### config.mk
export PLATFORM = sky130hd
export DESIGN_NAME = clk_output_control
export DESIGN_NICKNAME = d
export VERILOG_FILES = /design/src/include/clkctl_pkg.sv /design/src/clk_gate_cell.sv /design/src/clk_output_control.sv
export VERILOG_INCLUDE_DIRS = /design/src /design/src/include
export SDC_FILE = /design/constraint.sdc
export NUM_CORES = 1
export LEC_CHECK = 0
export ABC_AREA = 1
export BUFFER_PORTS_ARGS = -buffer_cell sky130_fd_sc_hd__clkbuf_2
export CORE_MARGIN = 2
export CORE_UTILIZATION = 48
export DETAILED_ROUTE_END_ITERATION = 10
export PLACE_DENSITY = 0.84
export SYNTH_ARGS = -nofsm -noshare
export SYNTH_HDL_FRONTEND = slang
export SYNTH_SLANG_ARGS = --single-unit
### constraint.sdc
create_clock -name CLK -period 0.95 [get_ports CLK]
set_input_delay 0.1425 -clock CLK [delete_from_list [all_inputs] [get_ports CLK]]
set_output_delay 0.1425 -clock CLK [all_outputs]
set_load 0.05 [all_outputs]
### src/include/clkctl_defines.svh
/*
 * Constants of the clock output control bank: byte offsets, reset values,
 * field positions and the index of each gated output.
 * Assumes inclusion by bare name from the include directory.
 */
`ifndef CLKCTL_DEFINES_SVH
`define CLKCTL_DEFINES_SVH

// Byte offsets
`define OFS_OUTPUT_ENABLE_A 7'h02
`define OFS_OUTPUT_ENABLE_B 7'h03
`define OFS_SERIAL_REF_STOP_SELECT 7'h04
`define OFS_STOP_AND_POWERDOWN_SELECT 7'h05
`define OFS_STOP_DRIVE_MODE 7'h06
`define OFS_TEST_AND_SENSE 7'h07

// Reset values
`define RST_OUTPUT_ENABLE_A 8'hFF
`define RST_OUTPUT_ENABLE_B 8'hFF
`define RST_SERIAL_REF_STOP_SELECT 8'h00
`define RST_STOP_AND_POWERDOWN_SELECT 8'h07
`define RST_STOP_DRIVE_MODE 8'h00
`define RST_TEST_AND_SENSE 8'h00
`define RST_RDATA 8'h00

// Writable bits of the test byte
`define MASK_TEST_AND_SENSE 8'hC0

// Field positions
`define POS_SPREAD_ENABLE 0
`define POS_FREE_PCI_CLK0_ENABLE 7
`define POS_VIDEO_NONSPREAD_DOT_ENABLE 6
`define POS_USB_CLOCK_ENABLE 5
`define POS_REFERENCE_OUT0_ENABLE 4
`define POS_REFERENCE_OUT1_ENABLE 3
`define POS_PROC_PAIR1_ENABLE 2
`define POS_PROC_PAIR0_ENABLE 1
`define POS_PROC_PAIR2_SHARED_ENABLE 1
`define POS_BUS_CLOCK1_ENABLE 4
`define POS_FREE_PCI_CLK0_STOP_SELECT 3
`define POS_DOT_CLOCK_POWERDOWN_DRIVE 6
`define POS_PANEL_CLOCK_POWERDOWN_DRIVE 7
`define POS_SERIAL_REF_STOP_DRIVE 7
`define POS_PROC_PAIR0_STOP_DRIVE 4
`define POS_SERIAL_REF_POWERDOWN_DRIVE 3
`define POS_PROC_PAIR0_POWERDOWN_DRIVE 0
`define POS_TEST_SELECT 7
`define POS_TEST_ENTRY 6

// Gated output indices
`define IDX_PROC 0
`define IDX_SERIAL 3
`define IDX_FREE_PCI0 11
`define IDX_BUS 12
`define IDX_USB 16
`define IDX_REF0 17
`define IDX_REF1 18
`define IDX_VIDEO 19
`define IDX_PANEL 20
`define NUM_OUT 21

`endif

### src/include/clkctl_pkg.sv
/*
 * Types shared by the clock output control bank.
 * Assumes the byte register port of an external bus protocol engine.
 */
package clkctl_pkg;

    typedef struct packed {
        logic wr;
        logic rd;
        logic [6:0] addr;
        logic [7:0] wdata;
    } reg_req_t;

    typedef struct packed {
        logic run;
        logic drive;
    } gate_state_t;

endpackage

### src/clk_gate_cell.sv
/*
 * One output gate: takes the wanted run and drive state only while the
 * output clock is low, so the output never shows a shortened pulse.
 * Assumes at_low is synchronous to clk and marks a low phase of the output.
 */
`timescale 1ns/100ps
module clk_gate_cell (
    input wire logic clk,
    input wire logic reset_n,
    input wire logic at_low,
    input wire clkctl_pkg::gate_state_t want,
    output clkctl_pkg::gate_state_t state_q
);
    clkctl_pkg::gate_state_t state_d;

    // Hold until a low phase
    assign state_d = at_low ? want : state_q;

    always_ff @(posedge clk or negedge reset_n)
    begin
        if (!reset_n)
        begin
            state_q <= '{run: 1'b0, drive: 1'b1};
        end
        else
        begin
            state_q <= state_d;
        end
    end
endmodule

### src/clk_output_control.sv
/*
 * Control bank of a multi-output clock generator: bytes 2 to 6 and the
 * test bits of byte 7, the enables, stop selects and drive modes built
 * from them, and one glitch-free gate per output.
 * Assumes a protocol engine presents single byte accesses on REG_REQ,
 * stepping the offset itself during block transfers, and that stop and
 * power-down inputs and CLK_LOW are synchronous to CLK.
 */
`timescale 1ns/100ps
`include "clkctl_defines.svh"
module clk_output_control (
    input wire logic CLK,
    input wire logic RESET_N,
    input wire clkctl_pkg::reg_req_t REG_REQ,
    output logic [7:0] REG_RDATA,
    output logic REG_RVALID,
    input wire logic BUS_CLOCK_STOP_N,
    input wire logic PROC_CLOCK_STOP_N,
    input wire logic POWER_DOWN,
    input wire logic SW_BUS_STOP,
    input wire logic [`NUM_OUT-1:0] CLK_LOW,
    output logic [`NUM_OUT-1:0] OUT_RUN,
    output logic [`NUM_OUT-1:0] OUT_DRIVE,
    output logic SPREAD_ON,
    output logic TEST_REF_DIV
);
    logic [7:0] enable_a_q;
    logic [7:0] enable_b_q;
    logic [7:0] stop_sel_q;
    logic [7:0] stop_pd_q;
    logic [7:0] drive_mode_q;
    logic [7:0] test_q;
    logic [7:0] rdata_d;
    logic [7:0] rdata_q;
    logic rvalid_q;
    logic hit_a;
    logic hit_b;
    logic hit_stop;
    logic hit_stop_pd;
    logic hit_drive;
    logic hit_test;
    logic bus_stop;
    logic proc_stop;
    logic test_entry;
    logic test_tristate;
    logic [2:0] proc_en;
    logic [2:0] proc_stopped;
    logic [7:0] serial_stopped;
    logic [7:0] serial_pd_tri;
    logic [3:0] bus_en;
    logic [`NUM_OUT-1:0] want_run;
    logic [`NUM_OUT-1:0] want_drive;

    // Address decode
    assign hit_a = REG_REQ.addr == `OFS_OUTPUT_ENABLE_A;
    assign hit_b = REG_REQ.addr == `OFS_OUTPUT_ENABLE_B;
    assign hit_stop = REG_REQ.addr == `OFS_SERIAL_REF_STOP_SELECT;
    assign hit_stop_pd = REG_REQ.addr == `OFS_STOP_AND_POWERDOWN_SELECT;
    assign hit_drive = REG_REQ.addr == `OFS_STOP_DRIVE_MODE;
    assign hit_test = REG_REQ.addr == `OFS_TEST_AND_SENSE;

    // Read selection, unmapped offsets read zero
    assign rdata_d = hit_a ? enable_a_q :
                     hit_b ? enable_b_q :
                     hit_stop ? stop_sel_q :
                     hit_stop_pd ? stop_pd_q :
                     hit_drive ? drive_mode_q :
                     hit_test ? test_q : `RST_RDATA;

    // Register bank
    always_ff @(posedge CLK or negedge RESET_N)
    begin
        if (!RESET_N)
        begin
            enable_a_q <= `RST_OUTPUT_ENABLE_A;
            enable_b_q <= `RST_OUTPUT_ENABLE_B;
            stop_sel_q <= `RST_SERIAL_REF_STOP_SELECT;
            stop_pd_q <= `RST_STOP_AND_POWERDOWN_SELECT;
            drive_mode_q <= `RST_STOP_DRIVE_MODE;
            test_q <= `RST_TEST_AND_SENSE;
        end
        else if (REG_REQ.wr)
        begin
            if (hit_a)
            begin
                enable_a_q <= REG_REQ.wdata;
            end
            if (hit_b)
            begin
                enable_b_q <= REG_REQ.wdata;
            end
            if (hit_stop)
            begin
                stop_sel_q <= REG_REQ.wdata;
            end
            if (hit_stop_pd)
            begin
                stop_pd_q <= REG_REQ.wdata;
            end
            if (hit_drive)
            begin
                drive_mode_q <= REG_REQ.wdata;
            end
            if (hit_test)
            begin
                test_q <= REG_REQ.wdata & `MASK_TEST_AND_SENSE;
            end
        end
    end

    // Read answer one cycle after the strobe
    always_ff @(posedge CLK or negedge RESET_N)
    begin
        if (!RESET_N)
        begin
            rdata_q <= `RST_RDATA;
            rvalid_q <= 1'b0;
        end
        else
        begin
            rdata_q <= REG_REQ.rd ? rdata_d : rdata_q;
            rvalid_q <= REG_REQ.rd;
        end
    end

    assign REG_RDATA = rdata_q;
    assign REG_RVALID = rvalid_q;
    assign SPREAD_ON = enable_a_q[`POS_SPREAD_ENABLE];

    // Stop and test conditions
    assign bus_stop = !BUS_CLOCK_STOP_N || SW_BUS_STOP;
    assign proc_stop = !PROC_CLOCK_STOP_N;
    assign test_entry = test_q[`POS_TEST_ENTRY];
    assign test_tristate = test_entry && !test_q[`POS_TEST_SELECT];
    assign TEST_REF_DIV = test_entry && test_q[`POS_TEST_SELECT];

    // Processor pairs
    assign proc_en = {enable_b_q[`POS_PROC_PAIR2_SHARED_ENABLE],
                      enable_a_q[`POS_PROC_PAIR1_ENABLE],
                      enable_a_q[`POS_PROC_PAIR0_ENABLE]};
    assign proc_stopped = {3{proc_stop}} & stop_pd_q[2:0];
    assign want_run[`IDX_PROC+:3] = proc_en & ~proc_stopped & {3{!POWER_DOWN}};
    assign want_drive[`IDX_PROC+:3] =
        ~(proc_stopped & drive_mode_q[`POS_PROC_PAIR0_STOP_DRIVE+:3])
        & ~({3{POWER_DOWN}} & drive_mode_q[`POS_PROC_PAIR0_POWERDOWN_DRIVE+:3])
        & {3{!test_tristate}};

    // Serial references
    assign serial_stopped = {8{bus_stop}} & stop_sel_q;
    assign serial_pd_tri = {{7{POWER_DOWN && drive_mode_q[`POS_SERIAL_REF_POWERDOWN_DRIVE]}},
                            1'b0};
    assign want_run[`IDX_SERIAL+:8] = ~serial_stopped & {8{!POWER_DOWN}};
    assign want_drive[`IDX_SERIAL+:8] =
        ~(serial_stopped & {8{drive_mode_q[`POS_SERIAL_REF_STOP_DRIVE]}})
        & ~serial_pd_tri & {8{!test_tristate}};

    // Bus clocks and free-running bus clock
    assign bus_en = enable_b_q[`POS_BUS_CLOCK1_ENABLE+:4];
    assign want_run[`IDX_BUS+:4] = bus_en & {4{!bus_stop && !POWER_DOWN}};
    assign want_drive[`IDX_BUS+:4] = {4{!test_tristate}};
    assign want_run[`IDX_FREE_PCI0] = enable_a_q[`POS_FREE_PCI_CLK0_ENABLE]
        && !(bus_stop && stop_pd_q[`POS_FREE_PCI_CLK0_STOP_SELECT]) && !POWER_DOWN;
    assign want_drive[`IDX_FREE_PCI0] = !test_tristate;

    // Fixed-frequency outputs
    assign want_run[`IDX_USB] = enable_a_q[`POS_USB_CLOCK_ENABLE] && !POWER_DOWN;
    assign want_run[`IDX_REF0] = enable_a_q[`POS_REFERENCE_OUT0_ENABLE] && !POWER_DOWN;
    assign want_run[`IDX_REF1] = enable_a_q[`POS_REFERENCE_OUT1_ENABLE] && !POWER_DOWN;
    assign want_run[`IDX_VIDEO] = enable_a_q[`POS_VIDEO_NONSPREAD_DOT_ENABLE]
        && !POWER_DOWN;
    assign want_run[`IDX_PANEL] = !POWER_DOWN;
    assign want_drive[`IDX_USB] = !test_tristate;
    assign want_drive[`IDX_REF0] = !test_tristate;
    assign want_drive[`IDX_REF1] = !test_tristate;
    assign want_drive[`IDX_VIDEO] = !test_tristate
        && !(POWER_DOWN && stop_pd_q[`POS_DOT_CLOCK_POWERDOWN_DRIVE]);
    assign want_drive[`IDX_PANEL] = !test_tristate
        && !(POWER_DOWN && stop_pd_q[`POS_PANEL_CLOCK_POWERDOWN_DRIVE]);

    // One gate per output
    genvar gi;
    generate
        for (gi = 0; gi < `NUM_OUT; gi++)
        begin : g_gate
            clkctl_pkg::gate_state_t cell_q;
            clk_gate_cell u_cell (
                .clk(CLK),
                .reset_n(RESET_N),
                .at_low(CLK_LOW[gi]),
                .want('{run: want_run[gi], drive: want_drive[gi]}),
                .state_q(cell_q)
            );
            assign OUT_RUN[gi] = cell_q.run;
            assign OUT_DRIVE[gi] = cell_q.drive;
        end
    endgenerate

    // Helper: first cycle after reset release
    logic first_q;
    always_ff @(posedge CLK or negedge RESET_N)
    begin
        if (!RESET_N)
        begin
            first_q <= 1'b1;
        end
        else
        begin
            first_q <= 1'b0;
        end
    end

    property p_enable_a_write;
        @(posedge CLK) disable iff (!RESET_N)
        REG_REQ.wr && hit_a |=> enable_a_q == $past(REG_REQ.wdata);
    endproperty
    a_enable_a_write: assert property (p_enable_a_write)
        else $error("Output enable byte A did not take the written value");

    property p_spread_follows;
        @(posedge CLK) disable iff (!RESET_N)
        REG_REQ.wr && hit_a |=> SPREAD_ON == $past(REG_REQ.wdata[`POS_SPREAD_ENABLE]);
    endproperty
    a_spread_follows: assert property (p_spread_follows)
        else $error("Spread control did not follow byte A bit 0");

    property p_bus_enable;
        @(posedge CLK) disable iff (!RESET_N)
        !bus_en[0] && CLK_LOW[`IDX_BUS] |=> !OUT_RUN[`IDX_BUS];
    endproperty
    a_bus_enable: assert property (p_bus_enable)
        else $error("Disabled bus clock 1 still runs");

    property p_reserved_reset;
        @(posedge CLK) disable iff (!RESET_N)
        first_q |-> enable_b_q[3:2] == 2'b11 && enable_b_q[0];
    endproperty
    a_reserved_reset: assert property (p_reserved_reset)
        else $error("Reserved bits of byte B not one after reset");

    property p_serial_stop;
        @(posedge CLK) disable iff (!RESET_N)
        bus_stop |-> (want_run[`IDX_SERIAL+:8] & stop_sel_q) == 8'h00;
    endproperty
    a_serial_stop: assert property (p_serial_stop)
        else $error("Selected serial reference runs during bus stop");

    property p_proc_stop;
        @(posedge CLK) disable iff (!RESET_N)
        proc_stop |-> (want_run[`IDX_PROC+:3] & stop_pd_q[2:0]) == 3'h0;
    endproperty
    a_proc_stop: assert property (p_proc_stop)
        else $error("Selected processor pair runs during processor stop");

    property p_proc_stop_drive;
        @(posedge CLK) disable iff (!RESET_N)
        proc_stop && stop_pd_q[0] && drive_mode_q[`POS_PROC_PAIR0_STOP_DRIVE]
            |-> !want_drive[`IDX_PROC];
    endproperty
    a_proc_stop_drive: assert property (p_proc_stop_drive)
        else $error("Stopped processor pair 0 still driven in tri-state mode");

    property p_test_gate;
        @(posedge CLK) disable iff (!RESET_N)
        !test_entry |-> !TEST_REF_DIV && !test_tristate;
    endproperty
    a_test_gate: assert property (p_test_gate)
        else $error("Test behaviour active without test entry");

    property p_glitch_free;
        @(posedge CLK) disable iff (!RESET_N)
        $changed(OUT_RUN[`IDX_REF0]) |-> $past(CLK_LOW[`IDX_REF0]);
    endproperty
    a_glitch_free: assert property (p_glitch_free)
        else $error("Reference output gate changed outside a low phase");

    property p_readback;
        @(posedge CLK) disable iff (!RESET_N)
        REG_REQ.rd && hit_drive && !REG_REQ.wr |=> REG_RVALID && REG_RDATA == $past(drive_mode_q);
    endproperty
    a_readback: assert property (p_readback)
        else $error("Drive mode byte read back wrong");

    property p_serial0_stop;
        @(posedge CLK) disable iff (!RESET_N)
        bus_stop && stop_sel_q[0] && CLK_LOW[`IDX_SERIAL] |=> !OUT_RUN[`IDX_SERIAL];
    endproperty
    a_serial0_stop: assert property (p_serial0_stop)
        else $error("Selected serial reference 0 runs during bus stop");

    property p_free_stop;
        @(posedge CLK) disable iff (!RESET_N)
        bus_stop && stop_pd_q[`POS_FREE_PCI_CLK0_STOP_SELECT] && CLK_LOW[`IDX_FREE_PCI0]
            |=> !OUT_RUN[`IDX_FREE_PCI0];
    endproperty
    a_free_stop: assert property (p_free_stop)
        else $error("Selected free bus clock 0 runs during bus stop");

    property p_panel_pd_drive;
        @(posedge CLK) disable iff (!RESET_N)
        POWER_DOWN && stop_pd_q[`POS_PANEL_CLOCK_POWERDOWN_DRIVE] && CLK_LOW[`IDX_PANEL]
            |=> !OUT_DRIVE[`IDX_PANEL];
    endproperty
    a_panel_pd_drive: assert property (p_panel_pd_drive)
        else $error("Panel clock driven in power-down tri-state mode");

    property p_dot_pd_drive;
        @(posedge CLK) disable iff (!RESET_N)
        POWER_DOWN && stop_pd_q[`POS_DOT_CLOCK_POWERDOWN_DRIVE] && CLK_LOW[`IDX_VIDEO]
            |=> !OUT_DRIVE[`IDX_VIDEO];
    endproperty
    a_dot_pd_drive: assert property (p_dot_pd_drive)
        else $error("Dot clock driven in power-down tri-state mode");

    property p_serial_stop_drive;
        @(posedge CLK) disable iff (!RESET_N)
        bus_stop && stop_sel_q[1] && drive_mode_q[`POS_SERIAL_REF_STOP_DRIVE]
            && CLK_LOW[`IDX_SERIAL+1] |=> !OUT_DRIVE[`IDX_SERIAL+1];
    endproperty
    a_serial_stop_drive: assert property (p_serial_stop_drive)
        else $error("Stopped serial reference 1 driven in tri-state mode");

    property p_serial_pd_drive;
        @(posedge CLK) disable iff (!RESET_N)
        POWER_DOWN && drive_mode_q[`POS_SERIAL_REF_POWERDOWN_DRIVE] && CLK_LOW[`IDX_SERIAL+1]
            |=> !OUT_DRIVE[`IDX_SERIAL+1];
    endproperty
    a_serial_pd_drive: assert property (p_serial_pd_drive)
        else $error("Serial reference 1 driven in power-down tri-state mode");

    property p_proc_pd_drive;
        @(posedge CLK) disable iff (!RESET_N)
        POWER_DOWN && drive_mode_q[`POS_PROC_PAIR0_POWERDOWN_DRIVE] && CLK_LOW[`IDX_PROC]
            |=> !OUT_DRIVE[`IDX_PROC];
    endproperty
    a_proc_pd_drive: assert property (p_proc_pd_drive)
        else $error("Processor pair 0 driven in power-down tri-state mode");

    c_write_a: cover property (@(posedge CLK) disable iff (!RESET_N) REG_REQ.wr && hit_a);
    c_bus_stop: cover property (@(posedge CLK) disable iff (!RESET_N)
        bus_stop && stop_sel_q != 8'h00);
    c_test_ref: cover property (@(posedge CLK) disable iff (!RESET_N) TEST_REF_DIV);
endmodule

==> results.yml <==
timing:
  slew_headroom_pct: 77.2
  finClkSkew_ns: 0.0141
  rsz0062_at_grt: "true"
  drv_slew: 0
  post-route-period-util_pct: 134
  max_freq_mhz: 785
  worst_pin_slew_ns: 0.342
  hold_violations: 0
  finalCriticalPeriod_ns: 1.27
  finalSetupViolations: 81
  final.setup.worst_slack_ns: -0.323
  whs_ns: 0.0928
critical_path:
  cp.depth: 4
  rr_startpoint: "test_q[7]"
  critical-path-top-delay-family: "flip-flops"
  cp.required_ns: 0.81
  r2r_setup_slack_ns: -0.30
  path_cells: "buf_6 -> nand2_4 -> inv_2 -> buf_8"
  r2r_cells: 7
  cp-startpoint: "test_q[6]"
  worstSetupPathType: "reg2out"
  worstSetupEndpoint: "TEST_REF_DIV"
  arrival_ns: 1.13
  r2r_end: "REG_RDATA[7]"
  cp_max_fo: 2
  critPathLaunchType: "register"
  crit_slowest_cell: "dfrtp_1"
  critical_path_buf_inv_count: 3
  cpPeakStageDelay_ns: 0.41
  cp-end-kind: "primary output"
floorplanning:
  fp-row-count: 34
  ios: 97
  fp.dieH_um: 97.5
  die_area_mm2: 0.00950
  start_util_pct: 48.8
  die_w_um: 97.5
  core_area_mm2: 0.00859
synthesis:
  synth_cells: 462
  synth_cell_type_count: 26
  ys_ff_latch: 93
  yosys.area.top_type: "dfrtp_1"
  synth-warning-count: 0
  synth.area.top_cells: "dfrtp_1 32%, dfstp_2 25%, nand2_1 8.1%, nand3_1 6.9%, o21ai_1 5.7%"
  synth_area_mm2: 0.00420
  synth_top_area_share_pct: 31.6
  postSynthAreaPerCell_um2: 9.08
  yosysSeqAreaShare_pct: 56.7
  syn-num-nets: 506
power_and_ir_drop:
  p_per_area_mw_per_mm2: 1500
  irDropWorstVdd_mv: 0.871
  leakage_nw: 3.30
detailed_routing:
  route.vias.total: 4383
  dr_wl_met2_mm: 7.11
  wl_met3_mm: 1.12
  route.antenna.remaining_nets: 0
  drc: 0
  initialDrtViolationCount: 411
  met1_length_mm: 5.36
  dr.pass1.iters: 5
  wire_per_inst_um: 19.0
  viasPerCell: 5.73
  top_layer_used: "met4"
  wirelength_mm: 14.5
clocking:
  clkSlewWorstSetupHoldPaths_ns: 0.10
  cts_tree: "done"
  cts_buffer_depth: 2
  numCtsBuffers: 9
  clockRootBuffer: "clkbuf_8"
  clk_latency_ns: 0.37
  cts.htree.levels: 3
  cts.sinks: 93
global_routing:
  grt-ovfl-total: 0
  track_usage_pct: 28.8
  grt_pass1_wl_mm: 21.6
  antenna_found_initial: 0
  grt_pass1_vias: 4297
  grt_start_max_net_pins: 30
finish:
  fin_nets: 696
  n_antenna_cell: 0
  final_core_util_pct: 78.9
  syn2layout_area_growth_pct: 61.6
  nFillCells: 505
  drive_gt1_share_pct: 47.9
hold_path:
  min_path_type: "in2reg"
  hold_depth: 1
place:
  dp_hpwl_mm: 8.43
  post-place-ws_ns: -0.360
  gp_congestion: 0.905
  portBuffers: 96
outcome:
  outcome: "finished with violations"
  violations: "negative setup slack"
run:
  maxCapViolCount: 0
-- how the worst min path moves through the flow --
stage	start	to	slack, ns
finish	REG_REQ[15]	REG_RVALID	0.09
global route	REG_REQ[15]	REG_RVALID	0.07
CTS	REG_REQ[15]	REG_RVALID	0.007
detailed placement	RESET_N	g_gate[12].u_cell.state_q[1]	0.06
global placement	RESET_N	g_gate[13].u_cell.state_q[1]	0.05
floorplan	RESET_N	REG_RDATA[0]	-0.15
-- synth_stat cells, drive strengths merged --
cell / count
a21oi: 17
a221oi: 1
buf: 8
clkbuf: 4
clkinv: 1
dfrtp: 53
dfstp: 40
inv: 55
mux2: 8
nand2: 97
nand3: 61
nand4: 7
nor2: 24
nor3: 2
o211ai: 3
o21ai: 80
or2: 1
-- worst reg2reg max path: cells and delay by family (launching register included) --
kind / cells / cell delay, ns
AND/OR/NAND/NOR: 6 / 0.54
flip-flops: 1 / 0.43
buffers and inverters: 1 / 0.17
-- flip-flops by register name (all words and copies together), names as in the netlist --
| register | count |
|---|---|
| REG_RDATA | 8 |
| REG_RVALID | 1 |
| drive_mode_q | 8 |
| enable_a_q | 8 |
| enable_b_q | 8 |
| g_gate.u_cell.state_q | 42 |
| stop_pd_q | 8 |
| stop_sel_q | 8 |
| test_q | 2 |
-- repair_timing --
action,in CTS,in global routing
pin swaps,1,24
endpoints found under the hold margin,88,0
gates resized for setup,135,78
hold buffers,22,0
buffers inserted,11,21
gates cloned,0,1
setup endpoints to repair,77,92
-- cells in the final DEF, fill, tap and decap left out, drive strengths merged --
cell	count
a21oi	17
a221oi	1
buf	110
bufinv	1
clkbuf	69
clkinv	4
dfrtp	53
dfstp	40
dlygate4sd3	22
inv	56
mux2	8
nand2	98
nand3	61
nand4	7
nor2	24
nor3	2
o211ai	3
o21ai	80
or2	1
-- cell families (layout without fill, tap and decap cells) --
family          Yosys count  in the layout  synth area share [%]
flops                    93             93                  56.7
buf+inv                  68            262                  6.62
simple gates            192            193                  21.5
mux                       8              8                  2.15
compound gates          101            101                  13.0
-- layout make-up --
class	count	area [µm²]	share of cell area, %
Sequential cell	93	2390	35.2
Timing Repair Buffer	190	2050	30.2
Multi-Input combinational cell	302	1780	26.3
Inverter	56	215	3.17
Clock buffer	11	151	2.23
Tap cell	108	135	1.99
Clock inverter	5	57.6	0.849
-- per-layer routing --
layer | GRT usage, % | up-vias
met1 | 35.0 | 2093
met2 | 48.1 | 278
li1 | - | 1923
met5 | 0 | -
met3 | 6.55 | 89
met4 | 15.0 | 0
-- where the power goes --
| group | leakage, nW | switching [W] | internal [W] | total, W |
|---|---|---|---|---|
| Sequential | 1.12 | 0.000320 | 0.00439 | 0.00471 |
| Combinational | 2.08 | 0.00139 | 0.00118 | 0.00257 |
| Clock | 0.110 | 0.00152 | 0.00137 | 0.00289 |
| Total | 3.30 | 0.00323 | 0.00695 | 0.0102 |
-- metrics by stage --
step                total power, W  TNS (ns)  instance area, µm²  cells
floorplan                  0.00572     -2.86                4310    462
global placement           0.00645    -11.99                5230    694
detailed placement         0.00650    -13.87                5230    694
CTS                        0.00990    -13.87                6390    743
global route                0.0105    -17.99                6780    765
finish                      0.0102    -15.19                6780    765
Note: power is estimated with default switching activity, not from simulation.
